<file path="src/isf_pkg.sv">
// constants shared by the status flag block
package isf_pkg;
   // ****************************************
   // register map (byte addresses)
   // ****************************************
   localparam int          ADDR_W        = 8;
   localparam logic [7:0]  OFS_STATUS    = 8'h00;
   localparam logic [7:0]  OFS_MODE      = 8'h04;
   localparam logic [7:0]  OFS_RXDATA    = 8'h08;
   localparam logic [7:0]  OFS_IRQ_EN    = 8'h0C;
   localparam logic [7:0]  OFS_IRQ_CLR   = 8'h10;
   localparam logic [7:0]  OFS_IRQ_STAT  = 8'h14;
   localparam logic [1:0]  RESP_OKAY     = 2'h0;
   localparam logic [1:0]  RESP_SLVERR   = 2'h2;
   // ****************************************
   // bus_status field positions
   // ****************************************
   localparam int          ST_SLAVE_TX_DIRECTION       = 14;
   localparam int          ST_NACK_SENT_FLAG    = 13;
   localparam int          ST_BUSY       = 12;
   localparam int          ST_OVR        = 11;
   localparam int          ST_TXE        = 10;
   localparam int          ST_AAS        = 9;
   localparam int          ST_GC         = 8;
   localparam int          ST_TXR        = 4;
   localparam int          ST_RXR        = 3;
   localparam int          ST_ACR        = 2;
   localparam int          ST_NACK       = 1;
   localparam int          ST_ARB        = 0;
   localparam logic [15:0] ST_W1C_MASK   = 16'h700F;
   localparam logic [15:0] ST_RST        = 16'h0410;
   // ****************************************
   // mode_control_reg and interrupt layout
   // ****************************************
   localparam int          MODE_RUN      = 0;
   localparam int          MODE_LB       = 1;
   localparam logic [1:0]  MODE_RST      = 2'h0;
   localparam int          IRQ_N         = 4;
   localparam int          IRQ_RXB       = 0;
   localparam int          IRQ_OVR       = 1;
   localparam int          IRQ_START     = 2;
   localparam int          IRQ_STOP      = 3;
   // ****************************************
   // serial framing
   // ****************************************
   localparam int          BYTE_BITS     = 8;
   localparam logic [3:0]  LAST_DATA_BIT = 4'h7;
   localparam logic [3:0]  ACK_BIT       = 4'h8;
endpackage

</file>
<file path="src/isf_sync.sv">
// two flip-flop synchroniser for pins
module isf_sync
   import isf_pkg::*;
#(
   parameter int W = 2
)(
   input  wire logic         i_clk,
   input  wire logic         i_srst,
   input  wire logic [W-1:0] i_d,
   output logic      [W-1:0] o_q
);
   logic [W-1:0] meta_r;

   // resets to ones: an idle two-wire bus floats high
   always_ff @(posedge i_clk)
   begin
      if (i_srst)
      begin
         meta_r <= '1;
         o_q    <= '1;
      end
      else
      begin
         meta_r <= i_d;
         o_q    <= meta_r;
      end
   end
endmodule

</file>
<file path="src/isf_top.sv">
// status flags of a two-wire bus controller with axi4-lite access
//
// The register offsets and register access over AXI4-Lite were decided locally.
module isf_top
   import isf_pkg::*;
(
   input  wire logic              i_clk,
   input  wire logic              i_srst,
   input  wire logic              i_awvalid,
   output logic                   o_awready,
   input  wire logic [ADDR_W-1:0] i_awaddr,
   input  wire logic              i_wvalid,
   output logic                   o_wready,
   input  wire logic [31:0]       i_wdata,
   input  wire logic [3:0]        i_wstrb,
   output logic                   o_bvalid,
   input  wire logic              i_bready,
   output logic [1:0]             o_bresp,
   input  wire logic              i_arvalid,
   output logic                   o_arready,
   input  wire logic [ADDR_W-1:0] i_araddr,
   output logic                   o_rvalid,
   input  wire logic              i_rready,
   output logic [31:0]            o_rdata,
   output logic [1:0]             o_rresp,
   input  wire logic              i_debug_read,
   input  wire logic              i_scl,
   input  wire logic              i_sda,
   input  wire logic              i_slave_tx_addr,
   input  wire logic              i_nack_driven,
   input  wire logic              i_tx_start,
   input  wire logic              i_tx_stop,
   input  wire logic              i_access_ready,
   input  wire logic              i_nack_rcvd,
   input  wire logic              i_arb_lost,
   input  wire logic              i_tx_shift_empty,
   input  wire logic              i_addressed_as_slave,
   input  wire logic              i_general_call,
   input  wire logic              i_tx_ready,
   output logic                   o_module_run,
   output logic                   o_loopback_enable,
   output logic                   o_irq
);
   // ****************************************
   // declarations
   // ****************************************
   logic              aw_hold_r;
   logic              w_hold_r;
   logic [ADDR_W-1:0] waddr_r;
   logic [31:0]       wdata_r;
   logic [3:0]        wstrb_r;
   logic              wr_go;
   logic              wr_hit;
   logic              rd_go;
   logic [31:0]       rd_mux;
   logic              rd_hit;
   logic [15:0]       w1c;
   logic [1:0]        mode_r;
   logic              run;
   logic              lb;
   logic [IRQ_N-1:0]  irq_en_r;
   logic [IRQ_N-1:0]  irq_st_r;
   logic [IRQ_N-1:0]  irq_ev;
   logic [1:0]        pins_s;
   logic              scl_s;
   logic              sda_s;
   logic              scl_d_r;
   logic              sda_d_r;
   logic              scl_rise;
   logic              start_det;
   logic              stop_det;
   logic              start_any;
   logic              stop_any;
   logic [3:0]        bit_cnt_r;
   logic [7:0]        rx_shift_r;
   logic [7:0]        rx_shift_nxt;
   logic [7:0]        rx_data_r;
   logic              rx_full_r;
   logic              byte_done;
   logic              rx_rd;
   logic              rx_free;
   logic              ovr_set;
   logic              rxb_set;
   logic              slave_tx_direction_r;
   logic              nack_sent_flag_r;
   logic              busy_r;
   logic              ovr_r;
   logic              rxr_r;
   logic              acr_r;
   logic              nack_r;
   logic              arb_r;
   logic              txe_r;
   logic              aas_r;
   logic              gc_r;
   logic              txr_r;
   logic [15:0]       status;

   // ****************************************
   // axi4-lite write channel
   // ****************************************
   assign o_awready = !aw_hold_r && !o_bvalid;
   assign o_wready  = !w_hold_r && !o_bvalid;
   assign wr_go     = aw_hold_r && w_hold_r && !o_bvalid;

   always_ff @(posedge i_clk)
   begin
      if (i_srst)
      begin
         aw_hold_r <= 1'b0;
         waddr_r   <= '0;
      end
      else if (i_awvalid && o_awready)
      begin
         aw_hold_r <= 1'b1;
         waddr_r   <= i_awaddr;
      end
      else if (wr_go)
         aw_hold_r <= 1'b0;
   end

   always_ff @(posedge i_clk)
   begin
      if (i_srst)
      begin
         w_hold_r <= 1'b0;
         wdata_r  <= '0;
         wstrb_r  <= '0;
      end
      else if (i_wvalid && o_wready)
      begin
         w_hold_r <= 1'b1;
         wdata_r  <= i_wdata;
         wstrb_r  <= i_wstrb;
      end
      else if (wr_go)
         w_hold_r <= 1'b0;
   end

   always_comb
   begin
      wr_hit = (waddr_r == OFS_STATUS) || (waddr_r == OFS_MODE) ||
               (waddr_r == OFS_IRQ_EN) || (waddr_r == OFS_IRQ_CLR);
   end

   always_ff @(posedge i_clk)
   begin
      if (i_srst)
      begin
         o_bvalid <= 1'b0;
         o_bresp  <= RESP_OKAY;
      end
      else if (wr_go)
      begin
         o_bvalid <= 1'b1;
         o_bresp  <= wr_hit ? RESP_OKAY : RESP_SLVERR;
      end
      else if (i_bready)
         o_bvalid <= 1'b0;
   end

   // bit 15 is outside the mask, so writes to it vanish
   always_comb
   begin
      w1c = '0;
      if (wr_go && waddr_r == OFS_STATUS)
      begin
         w1c = wdata_r[15:0] & {{8{wstrb_r[1]}}, {8{wstrb_r[0]}}}
               & ST_W1C_MASK;
      end
   end

   // ****************************************
   // control registers
   // ****************************************
   always_ff @(posedge i_clk)
   begin
      if (i_srst)
         mode_r <= MODE_RST;
      else if (wr_go && waddr_r == OFS_MODE && wstrb_r[0])
         mode_r <= wdata_r[1:0];
   end

   always_ff @(posedge i_clk)
   begin
      if (i_srst)
         irq_en_r <= '0;
      else if (wr_go && waddr_r == OFS_IRQ_EN && wstrb_r[0])
         irq_en_r <= wdata_r[IRQ_N-1:0];
   end

   assign run               = mode_r[MODE_RUN];
   assign lb                = mode_r[MODE_LB];
   assign o_module_run      = run;
   assign o_loopback_enable = lb;

   // ****************************************
   // axi4-lite read channel
   // ****************************************
   assign o_arready = !o_rvalid;
   assign rd_go     = i_arvalid && o_arready;
   assign rx_rd     = rd_go && i_araddr == OFS_RXDATA && !i_debug_read;

   always_comb
   begin
      rd_mux = '0;
      rd_hit = 1'b1;
      case (i_araddr)
         OFS_STATUS:   rd_mux[15:0] = status;
         OFS_MODE:     rd_mux[1:0] = mode_r;
         OFS_RXDATA:   rd_mux[7:0] = rx_data_r;
         OFS_IRQ_EN:   rd_mux[IRQ_N-1:0] = irq_en_r;
         OFS_IRQ_CLR:  rd_mux = '0;
         OFS_IRQ_STAT: rd_mux[IRQ_N-1:0] = irq_st_r;
         default:      rd_hit = 1'b0;
      endcase
   end

   always_ff @(posedge i_clk)
   begin
      if (i_srst)
      begin
         o_rvalid <= 1'b0;
         o_rdata  <= '0;
         o_rresp  <= RESP_OKAY;
      end
      else if (rd_go)
      begin
         o_rvalid <= 1'b1;
         o_rdata  <= rd_mux;
         o_rresp  <= rd_hit ? RESP_OKAY : RESP_SLVERR;
      end
      else if (i_rready)
         o_rvalid <= 1'b0;
   end

   // ****************************************
   // bus line sampling and conditions
   // ****************************************
   isf_sync #(.W(2)) u_sync
   (
      .i_clk  (i_clk),
      .i_srst (i_srst),
      .i_d    ({i_scl, i_sda}),
      .o_q    (pins_s)
   );

   assign scl_s = pins_s[1];
   assign sda_s = pins_s[0];

   always_ff @(posedge i_clk)
   begin
      if (i_srst)
      begin
         scl_d_r <= 1'b1;
         sda_d_r <= 1'b1;
      end
      else
      begin
         scl_d_r <= scl_s;
         sda_d_r <= sda_s;
      end
   end

   // sda may only move under a high clock for start and stop
   assign scl_rise  = scl_s && !scl_d_r;
   assign start_det = scl_s && scl_d_r && sda_d_r && !sda_s;
   assign stop_det  = scl_s && scl_d_r && !sda_d_r && sda_s;
   assign start_any = run && (start_det || i_tx_start);
   assign stop_any  = run && (stop_det || i_tx_stop);

   // ****************************************
   // receive shift path
   // ****************************************
   assign rx_shift_nxt = {rx_shift_r[BYTE_BITS-2:0], sda_s};
   assign byte_done    = run && busy_r && scl_rise &&
                         bit_cnt_r == LAST_DATA_BIT;
   assign rx_free      = !rx_full_r || rx_rd;
   assign ovr_set      = byte_done && !rx_free;
   assign rxb_set      = byte_done && rx_free;

   always_ff @(posedge i_clk)
   begin
      if (i_srst || !run || start_any || stop_any)
         bit_cnt_r <= '0;
      else if (busy_r && scl_rise)
         bit_cnt_r <= (bit_cnt_r == ACK_BIT) ? 4'h0 : bit_cnt_r + 4'h1;
   end

   // keeps shifting even while an overrun is pending
   always_ff @(posedge i_clk)
   begin
      if (i_srst)
         rx_shift_r <= '0;
      else if (run && busy_r && scl_rise && bit_cnt_r != ACK_BIT)
         rx_shift_r <= rx_shift_nxt;
   end

   always_ff @(posedge i_clk)
   begin
      if (i_srst || !run)
      begin
         rx_data_r <= '0;
         rx_full_r <= 1'b0;
      end
      else if (rxb_set)
      begin
         rx_data_r <= rx_shift_nxt;
         rx_full_r <= 1'b1;
      end
      else if (rx_rd && ovr_r)
         rx_data_r <= rx_shift_r;
      else if (rx_rd)
         rx_full_r <= 1'b0;
   end

   always_ff @(posedge i_clk)
   begin
      if (i_srst || !run)
         ovr_r <= 1'b0;
      else if (ovr_set)
         ovr_r <= 1'b1;
      else if (rx_rd)
         ovr_r <= 1'b0;
   end

   // ****************************************
   // status flags
   // ****************************************
   // loopback holds the direction flag down, even over a set
   always_ff @(posedge i_clk)
   begin
      if (i_srst || !run || lb)
         slave_tx_direction_r <= 1'b0;
      else if (i_slave_tx_addr)
         slave_tx_direction_r <= 1'b1;
      else if (start_any || stop_any || w1c[ST_SLAVE_TX_DIRECTION])
         slave_tx_direction_r <= 1'b0;
   end

   always_ff @(posedge i_clk)
   begin
      if (i_srst || !run)
         nack_sent_flag_r <= 1'b0;
      else if (i_nack_driven)
         nack_sent_flag_r <= 1'b1;
      else if (w1c[ST_NACK_SENT_FLAG])
         nack_sent_flag_r <= 1'b0;
   end

   always_ff @(posedge i_clk)
   begin
      if (i_srst || !run)
         busy_r <= 1'b0;
      else if (start_any)
         busy_r <= 1'b1;
      else if (stop_any || w1c[ST_BUSY])
         busy_r <= 1'b0;
   end

   // set wins over a write-one-clear in the same cycle
   always_ff @(posedge i_clk)
   begin
      if (i_srst || !run)
      begin
         rxr_r  <= 1'b0;
         acr_r  <= 1'b0;
         nack_r <= 1'b0;
         arb_r  <= 1'b0;
      end
      else
      begin
         rxr_r  <= rxb_set || (rxr_r && !w1c[ST_RXR] && !rx_rd);
         acr_r  <= i_access_ready || (acr_r && !w1c[ST_ACR]);
         nack_r <= i_nack_rcvd || (nack_r && !w1c[ST_NACK]);
         arb_r  <= i_arb_lost || (arb_r && !w1c[ST_ARB]);
      end
   end

   always_ff @(posedge i_clk)
   begin
      if (i_srst)
      begin
         txe_r <= ST_RST[ST_TXE];
         aas_r <= ST_RST[ST_AAS];
         gc_r  <= ST_RST[ST_GC];
         txr_r <= ST_RST[ST_TXR];
      end
      else
      begin
         txe_r <= i_tx_shift_empty;
         aas_r <= i_addressed_as_slave;
         gc_r  <= i_general_call;
         txr_r <= i_tx_ready;
      end
   end

   assign status = {1'b0, slave_tx_direction_r, nack_sent_flag_r, busy_r, ovr_r, txe_r, aas_r,
                    gc_r, 3'h0, txr_r, rxr_r, acr_r, nack_r, arb_r};

   // ****************************************
   // interrupt status
   // ****************************************
   assign irq_ev = {stop_any, start_any, ovr_set, rxb_set};

   always_ff @(posedge i_clk)
   begin
      if (i_srst)
         irq_st_r <= '0;
      else if (wr_go && waddr_r == OFS_IRQ_CLR && wstrb_r[0])
         irq_st_r <= (irq_st_r & ~wdata_r[IRQ_N-1:0]) | irq_ev;
      else
         irq_st_r <= irq_st_r | irq_ev;
   end

   assign o_irq = |(irq_st_r & irq_en_r);
endmodule

</file>
<file path="config.mk">
export PLATFORM = sky130hd
export DESIGN_NAME = isf_top
export DESIGN_NICKNAME = d
export VERILOG_FILES = /design/src/isf_pkg.sv /design/src/isf_sync.sv /design/src/isf_top.sv
export SDC_FILE = /design/constraint.sdc
export NUM_CORES = 1
export LEC_CHECK = 0
export ABC_AREA = 1
export BUFFER_PORTS_ARGS = -buffer_cell sky130_fd_sc_hd__clkbuf_2
export CORE_UTILIZATION = 48
export DETAILED_ROUTE_END_ITERATION = 10
export PLACE_DENSITY = 0.75
export REMOVE_ABC_BUFFERS = 1
export SYNTH_ARGS = -nofsm -noshare
export SYNTH_HDL_FRONTEND = slang
export SYNTH_SLANG_ARGS = --single-unit
</file>
<file path="constraint.sdc">
create_clock -name i_clk -period 2.2 [get_ports i_clk]
set_clock_uncertainty 0.1 [all_clocks]
set_input_delay 0.22 -clock i_clk [delete_from_list [all_inputs] [get_ports i_clk]]
set_output_delay 0.22 -clock i_clk [all_outputs]
set_load 0.01 [all_outputs]
</file>
### Yosys cells after proc, flatten, opt, wreduce, memory -nomap -nowiden

Index checks and enable logic that the tools add are counted.

| operators by class | value |
|---|---|
| reductions and logical operators | 85 |
| $add $sub $neg | 1 |
| muxes and demuxes | 29 |
| bitwise logic cells | 6 |
| equality and inequality tests | 12 |

Operators with widths:

| cell | number |
|---|---|
| 1-bit logical AND | 37 |
| 8-bit by 4-bit == test with 1-bit output (second input constant) | 3 |
| 8-bit by 5-bit == test with 1-bit output (second input constant) | 3 |
| 2-bit nonzero test | 10 |
| 1-bit 2-to-1 mux | 18 |
| 1-bit logical OR | 17 |
| 8-bit by 3-bit == test with 1-bit output (second input constant) | 2 |
| 1-bit logical NOT | 16 |
| 8-bit logical NOT | 2 |
| 8-bit 2-to-1 mux | 2 |
| 15-bit bitwise AND | 1 |
| 15-bit 2-to-1 mux | 1 |
| 2-bit case mux with 5 select lines | 1 |
| 4-bit bitwise AND | 2 |
| 4-bit 2-to-1 mux | 2 |
| 4-bit OR | 2 |
| 2-bit case mux with 4 select lines | 1 |
| 4-bit case mux with 2 select lines | 1 |
| 7-bit 2-to-1 mux | 1 |
| 6-bit OR reduction | 1 |
| 4-bit by 1-bit adder with 4-bit output (second input constant) | 1 |
| 4-bit by 3-bit == test with 1-bit output (second input constant) | 1 |
| 4-bit == test (second input constant) | 1 |
| 2-bit 2-to-1 mux | 2 |
| other kinds (5) | 5 |

| word-level totals | value |
|---|---|
| register bits | 98 |
| logic and storage cells | 166 |
| output and inout port bits | 44 |

### Depth between registers and ports, before layout

| depth | value |
|---|---|
| depth in word-level cells | 9 |
| mapped depth | 11 |
| gate-level depth less buffers | 11 |

### Modules after synthesis

Synthesis repeated with hierarchy kept, for this count alone.

| second synthesis, totals | value |
|---|---|
| cell total of the unflattened synthesis | 519 |
| area, all modules | 3881.2 µm² |

Modules (own cells, without submodules):

| module | cells each | area an instance (µm²) | times used |
|---|---|---|---|
| isf_top | 506 | 3764.9 | 1 |
| isf_sync | 13 | 116.4 | 1 |

### Least setup slack after synthesis

No wires, ideal clock.

| timing | value |
|---|---|
| kind | register to register |
| start point | register o_bvalid |
| end point | register irq_st_r[2] |
| buffers on the path | 0 |
| stages on the path, launching flop included | 8 |
| path slack | 0.766 ns |
| clock period less this slack | 1.434 ns |
| arrival | 1.206 ns |
| library setup time | 0.128 ns |
| data required time | 1.972 ns |
| cells stage by stage | dfxtp_1 > nor2_1 > nand2_1 > inv_1 > nand4_1 > or2_1 > a21oi_1 > nor2_1 |

| between the ends | value |
|---|---|
| word-level cells in the longest chain between the ends | 5 |

Ends and longest elaborated chain:

| item | RTL line | RTL |
|---|---|---|
| start, declared | isf_top.sv:16 | `output logic o_bvalid,` |
| start signal, assigned | isf_top.sv:149 | `o_bvalid <= 1'b0;` |
| start signal, assigned | isf_top.sv:154 | `o_bvalid <= 1'b1;` |
| start signal, assigned | isf_top.sv:158 | `o_bvalid <= 1'b0;` |
| 1-bit logical NOT | isf_top.sv:103 | `assign wr_go = aw_hold_r && w_hold_r && !o_bvalid;` |
| 1-bit logical AND | isf_top.sv:103 |  |
| 1-bit logical AND (2 in series) | isf_top.sv:409 | `else if (wr_go && waddr_r == OFS_IRQ_CLR && wstrb_r[0])` |
| 4-bit 2-to-1 mux | isf_top.sv:409 |  |
| end signal, assigned | isf_top.sv:410 | `irq_st_r <= (irq_st_r & ~wdata_r[IRQ_N-1:0]) \| irq_ev;` |
| end signal, assigned | isf_top.sv:412 | `irq_st_r <= irq_st_r \| irq_ev;` |
| end, declared | isf_top.sv:62 | `logic [IRQ_N-1:0] irq_st_r;` |

No other way between the ends.
A chain may end at the register's enable or synchronous reset.

### Final worst setup path

| timing | value |
|---|---|
| start point | register w_hold_r |
| end point | register nack_sent_flag_r |

| between the ends | value |
|---|---|
| word-level cells in the longest chain between the ends | 5 |

Ends and longest elaborated chain:

| item | RTL line | RTL |
|---|---|---|
| start, declared | isf_top.sv:48 | `logic w_hold_r;` |
| start signal, assigned | isf_top.sv:125 | `w_hold_r <= 1'b0;` |
| start signal, assigned | isf_top.sv:131 | `w_hold_r <= 1'b1;` |
| start signal, assigned | isf_top.sv:136 | `w_hold_r <= 1'b0;` |
| 1-bit logical AND (2 in series) | isf_top.sv:103 |  |
| 1-bit logical AND | isf_top.sv:165 | `if (wr_go && waddr_r == OFS_STATUS)` |
| 15-bit 2-to-1 mux | isf_top.sv:165 |  |
| 2-bit nonzero test (no source line) | -- |  |
| end signal, assigned | isf_top.sv:343 | `nack_sent_flag_r <= 1'b0;` |
| end signal, assigned | isf_top.sv:345 | `nack_sent_flag_r <= 1'b1;` |
| end signal, assigned | isf_top.sv:347 | `nack_sent_flag_r <= 1'b0;` |
| end, declared | isf_top.sv:85 | `logic nack_sent_flag_r;` |

No other way between the ends.

==> impl_results.md <==
* Status: completed
* Pre-CTS WS at between 500 and 600 ps
* Top cell by count, worst path: nand2_1
* Hold crit path type: in -> reg
* DR WL/cell at 11.8 um
* CTS Buf Count at 9
* Clk slew on worst S/H paths at 90 ps
* Die height at between 90 and 100 um
* Core Footprint at 7770 um^2
* Critical Path AT at between 1500 and 2000 ps
* Critical path class: reg -> reg
* Routed Antenna Nets at 0
* First-pass GRT wire length at about 14 mm
* Synth Register Bits at 87
* Register area share after synthesis at between 40% and 50%
* Htree depth at 3
* CTS Root Cell: clkbuf_8
* Largest net degree at the start of global routing at 25
* Post-synthesis cell count at ~530
* Final cell count without fillers at roughly 700
* Initial antenna violation count at 0
* Sum of negative setup slack at 0 ps
* Initial Util at between 40% and 50%
* Commonest cells after routing, fill and taps aside: 89 x nor2_1, 87 x dfxtp_1, 80 x nand2_1, 70 x clkbuf_2, 56 x inv_1
* # IOs at around 120
* Vias at 3494
* Max VDD drop at approximately 0.34 mV
* DP HPWL at just over 6 mm
* Die width at slightly above 90 um
* Post-Place Cells at around 690
* Rows at 32
* Min Tclk post-route at 1780 ps
* Initial DRC Count at approximately 150
* RePlAce Congestion at 0.854
* Total of max-cap violations at 0
* Slew margin rel. at 64.1%
* Clock tree buffer depth at 2
* Number of synthesized flops with an enable pin at 0
* Setup crit end kind: flop
* PortBufs at 70
* FILL cells at ~750
* Final WL at about 8.4 mm
* Most common cell after layout, fill and taps aside: nor2_1
* Drt drc at 0
* Asr flop ratio synth at 0%
* Worst path top cell family by delay: simple AND/OR/NAND/NOR gates
* Power per Cell Area at approximately 700 nW/um^2
* CP Launch Type: flop
* CP max FO at 7
* Synthesized area at 3880 um^2
* FMAX at ~560 MHz
* RSZ-0062 raised after global routing: false
* Final Max Tran Viols at 0
* Worst EP required at 2330 ps
* Number of global-route vias before repair at about 3200
* CTS tree: done
* Pin slew with the least headroom to its limit at between 500 and 600 ps
* Final hold viol count at 0
* Antenna fix cells at 0
* Post-Syn Area per Cell at approximately 7.4 um^2
* Fin worst setup slack at 422 ps
* Total GRT Usage at around 20%
* GR Overflow Total at 0
* Worst Path Buf+Inv at 1
* Final Cycle Share at between 80 and 90%
* Syn. warnings at 0
* Via/cell ratio at roughly 4.9
* Skew-Pair Late Insertion Delay at 360 ps
* P_leak at slightly above 2 nW
* Die area at ~8400 um^2
* Layout Nets at around 680
* Post-synth cell types at 37
* Critical Path Max Stage Delay at ~370 ps
* Final setup vio count at 0
* Synth Flop Type: dfxtp_1
* CP max-delay cell: dfxtp_1
* Clock sinks at slightly below 90
* Syn-to-layout area delta at 18.4%
* Share of cells above drive strength 1 at about a fifth
* TritonRoute pass-1 iters at 4
* CP cell instances: inv_1, nor2_1, nand2_1, nor3_1, nand2_1, o21ai_0, a21oi_1
==> sequential cells by signal, indices dropped and copies added, names as in the netlist, 2 cells and up <==
name           count
wstrb_r            2
waddr_r            8
irq_st_r           4
rx_shift_r         8
o_rdata           15
rx_data_r          8
wdata_r            7
mode_r             2
u_sync.o_q         2
irq_en_r           4
bit_cnt_r          4
u_sync.meta_r      2
==> power by group <==
group          switching (mW)  internal, mW
logic                   0.184         0.117
clock network           0.584         0.653
registers              0.0343          1.63
==> synth_stat cells (all sizes together) (3+ instances only) <==
master / instances / area share (%)
a21oi: 45 / 5.8
clkbuf: 12 / 1.2
buf: 20 / 3.8
or2: 8 / 1.3
nor3: 7 / 1.3
inv: 58 / 5.7
nand4: 17 / 2.7
nand2: 87 / 9.5
a31oi: 3 / 0.48
o21ai: 47 / 6.1
nor2: 96 / 11
nand3: 24 / 3.4
dfxtp: 87 / 45
==> per-layer routing <==
| layer | routed length, um | GRT usage, % |
|---|---|---|
| met1 | 3920 | 26.1 |
| met2 | 3990 | 34.6 |
| met3 | 391 | 3.23 |
| met4 | 106 | 7.68 |
| met5 | 0 | 0 |
==> stage by stage <==
step                      total power [mW]  utilization [%]  hold WS (ps)  instance area [um^2]
final                                 3.20             59.1          10.8                  4590
after global routing                  3.34             59.1          3.39                  4590
after CTS                             3.23             59.1          4.66                  4590
after detailed placement              1.99             55.1           293                  4280
after global placement                1.98             55.1           293                  4280
after floorplan                       1.87                -           189                  3750
==> final cells by class <==
type,count,area [um^2],area share (%)
Clock inverter,7,103,2.23
Tap cell,102,128,2.78
Multi-Input combinational cell,364,1780,38.8
Timing Repair Buffer,85,485,10.6
Inverter,60,229,4.98
Clock buffer,9,124,2.70
Sequential cell,87,1740,37.9
==> cell families after synthesis <==
kind of cell             after synthesis  synth area share, %
AND/OR/NAND/NOR                      240                 29.5
flip-flops                            87                 44.9
buffers and inverters                 92                 10.9
other                                  1               0.0967
adder cells (fa/ha/maj)                2                0.645
AO/OA/AOI/OAI                        101                 13.5
XOR/XNOR                               2                0.452
==> tightest hold or removal path, cell delays in order <==
cell	delay, ps
clkbuf_2	80
inv_1	60
a21oi_1	60
==> worst paths after layout <==
kind / startpoint / to / slack, ps / depth (start not counted)
hold reg to reg: u_sync.meta_r[1] / u_sync.o_q[1] / 310 / 1
hold / removal: i_nack_rcvd / nack_r / 10 / 3
setup reg to reg: w_hold_r / nack_sent_flag_r / 420 / 7
setup / recovery: w_hold_r / nack_sent_flag_r / 420 / 7
==> what timing repair did <==
action                                 CTS  global route
endpoints found under the hold margin    9             0
resized for setup                        0             0
hold buffers                             9             0
setup buffers                            0             0
Power figures use the tool's default switching activity.
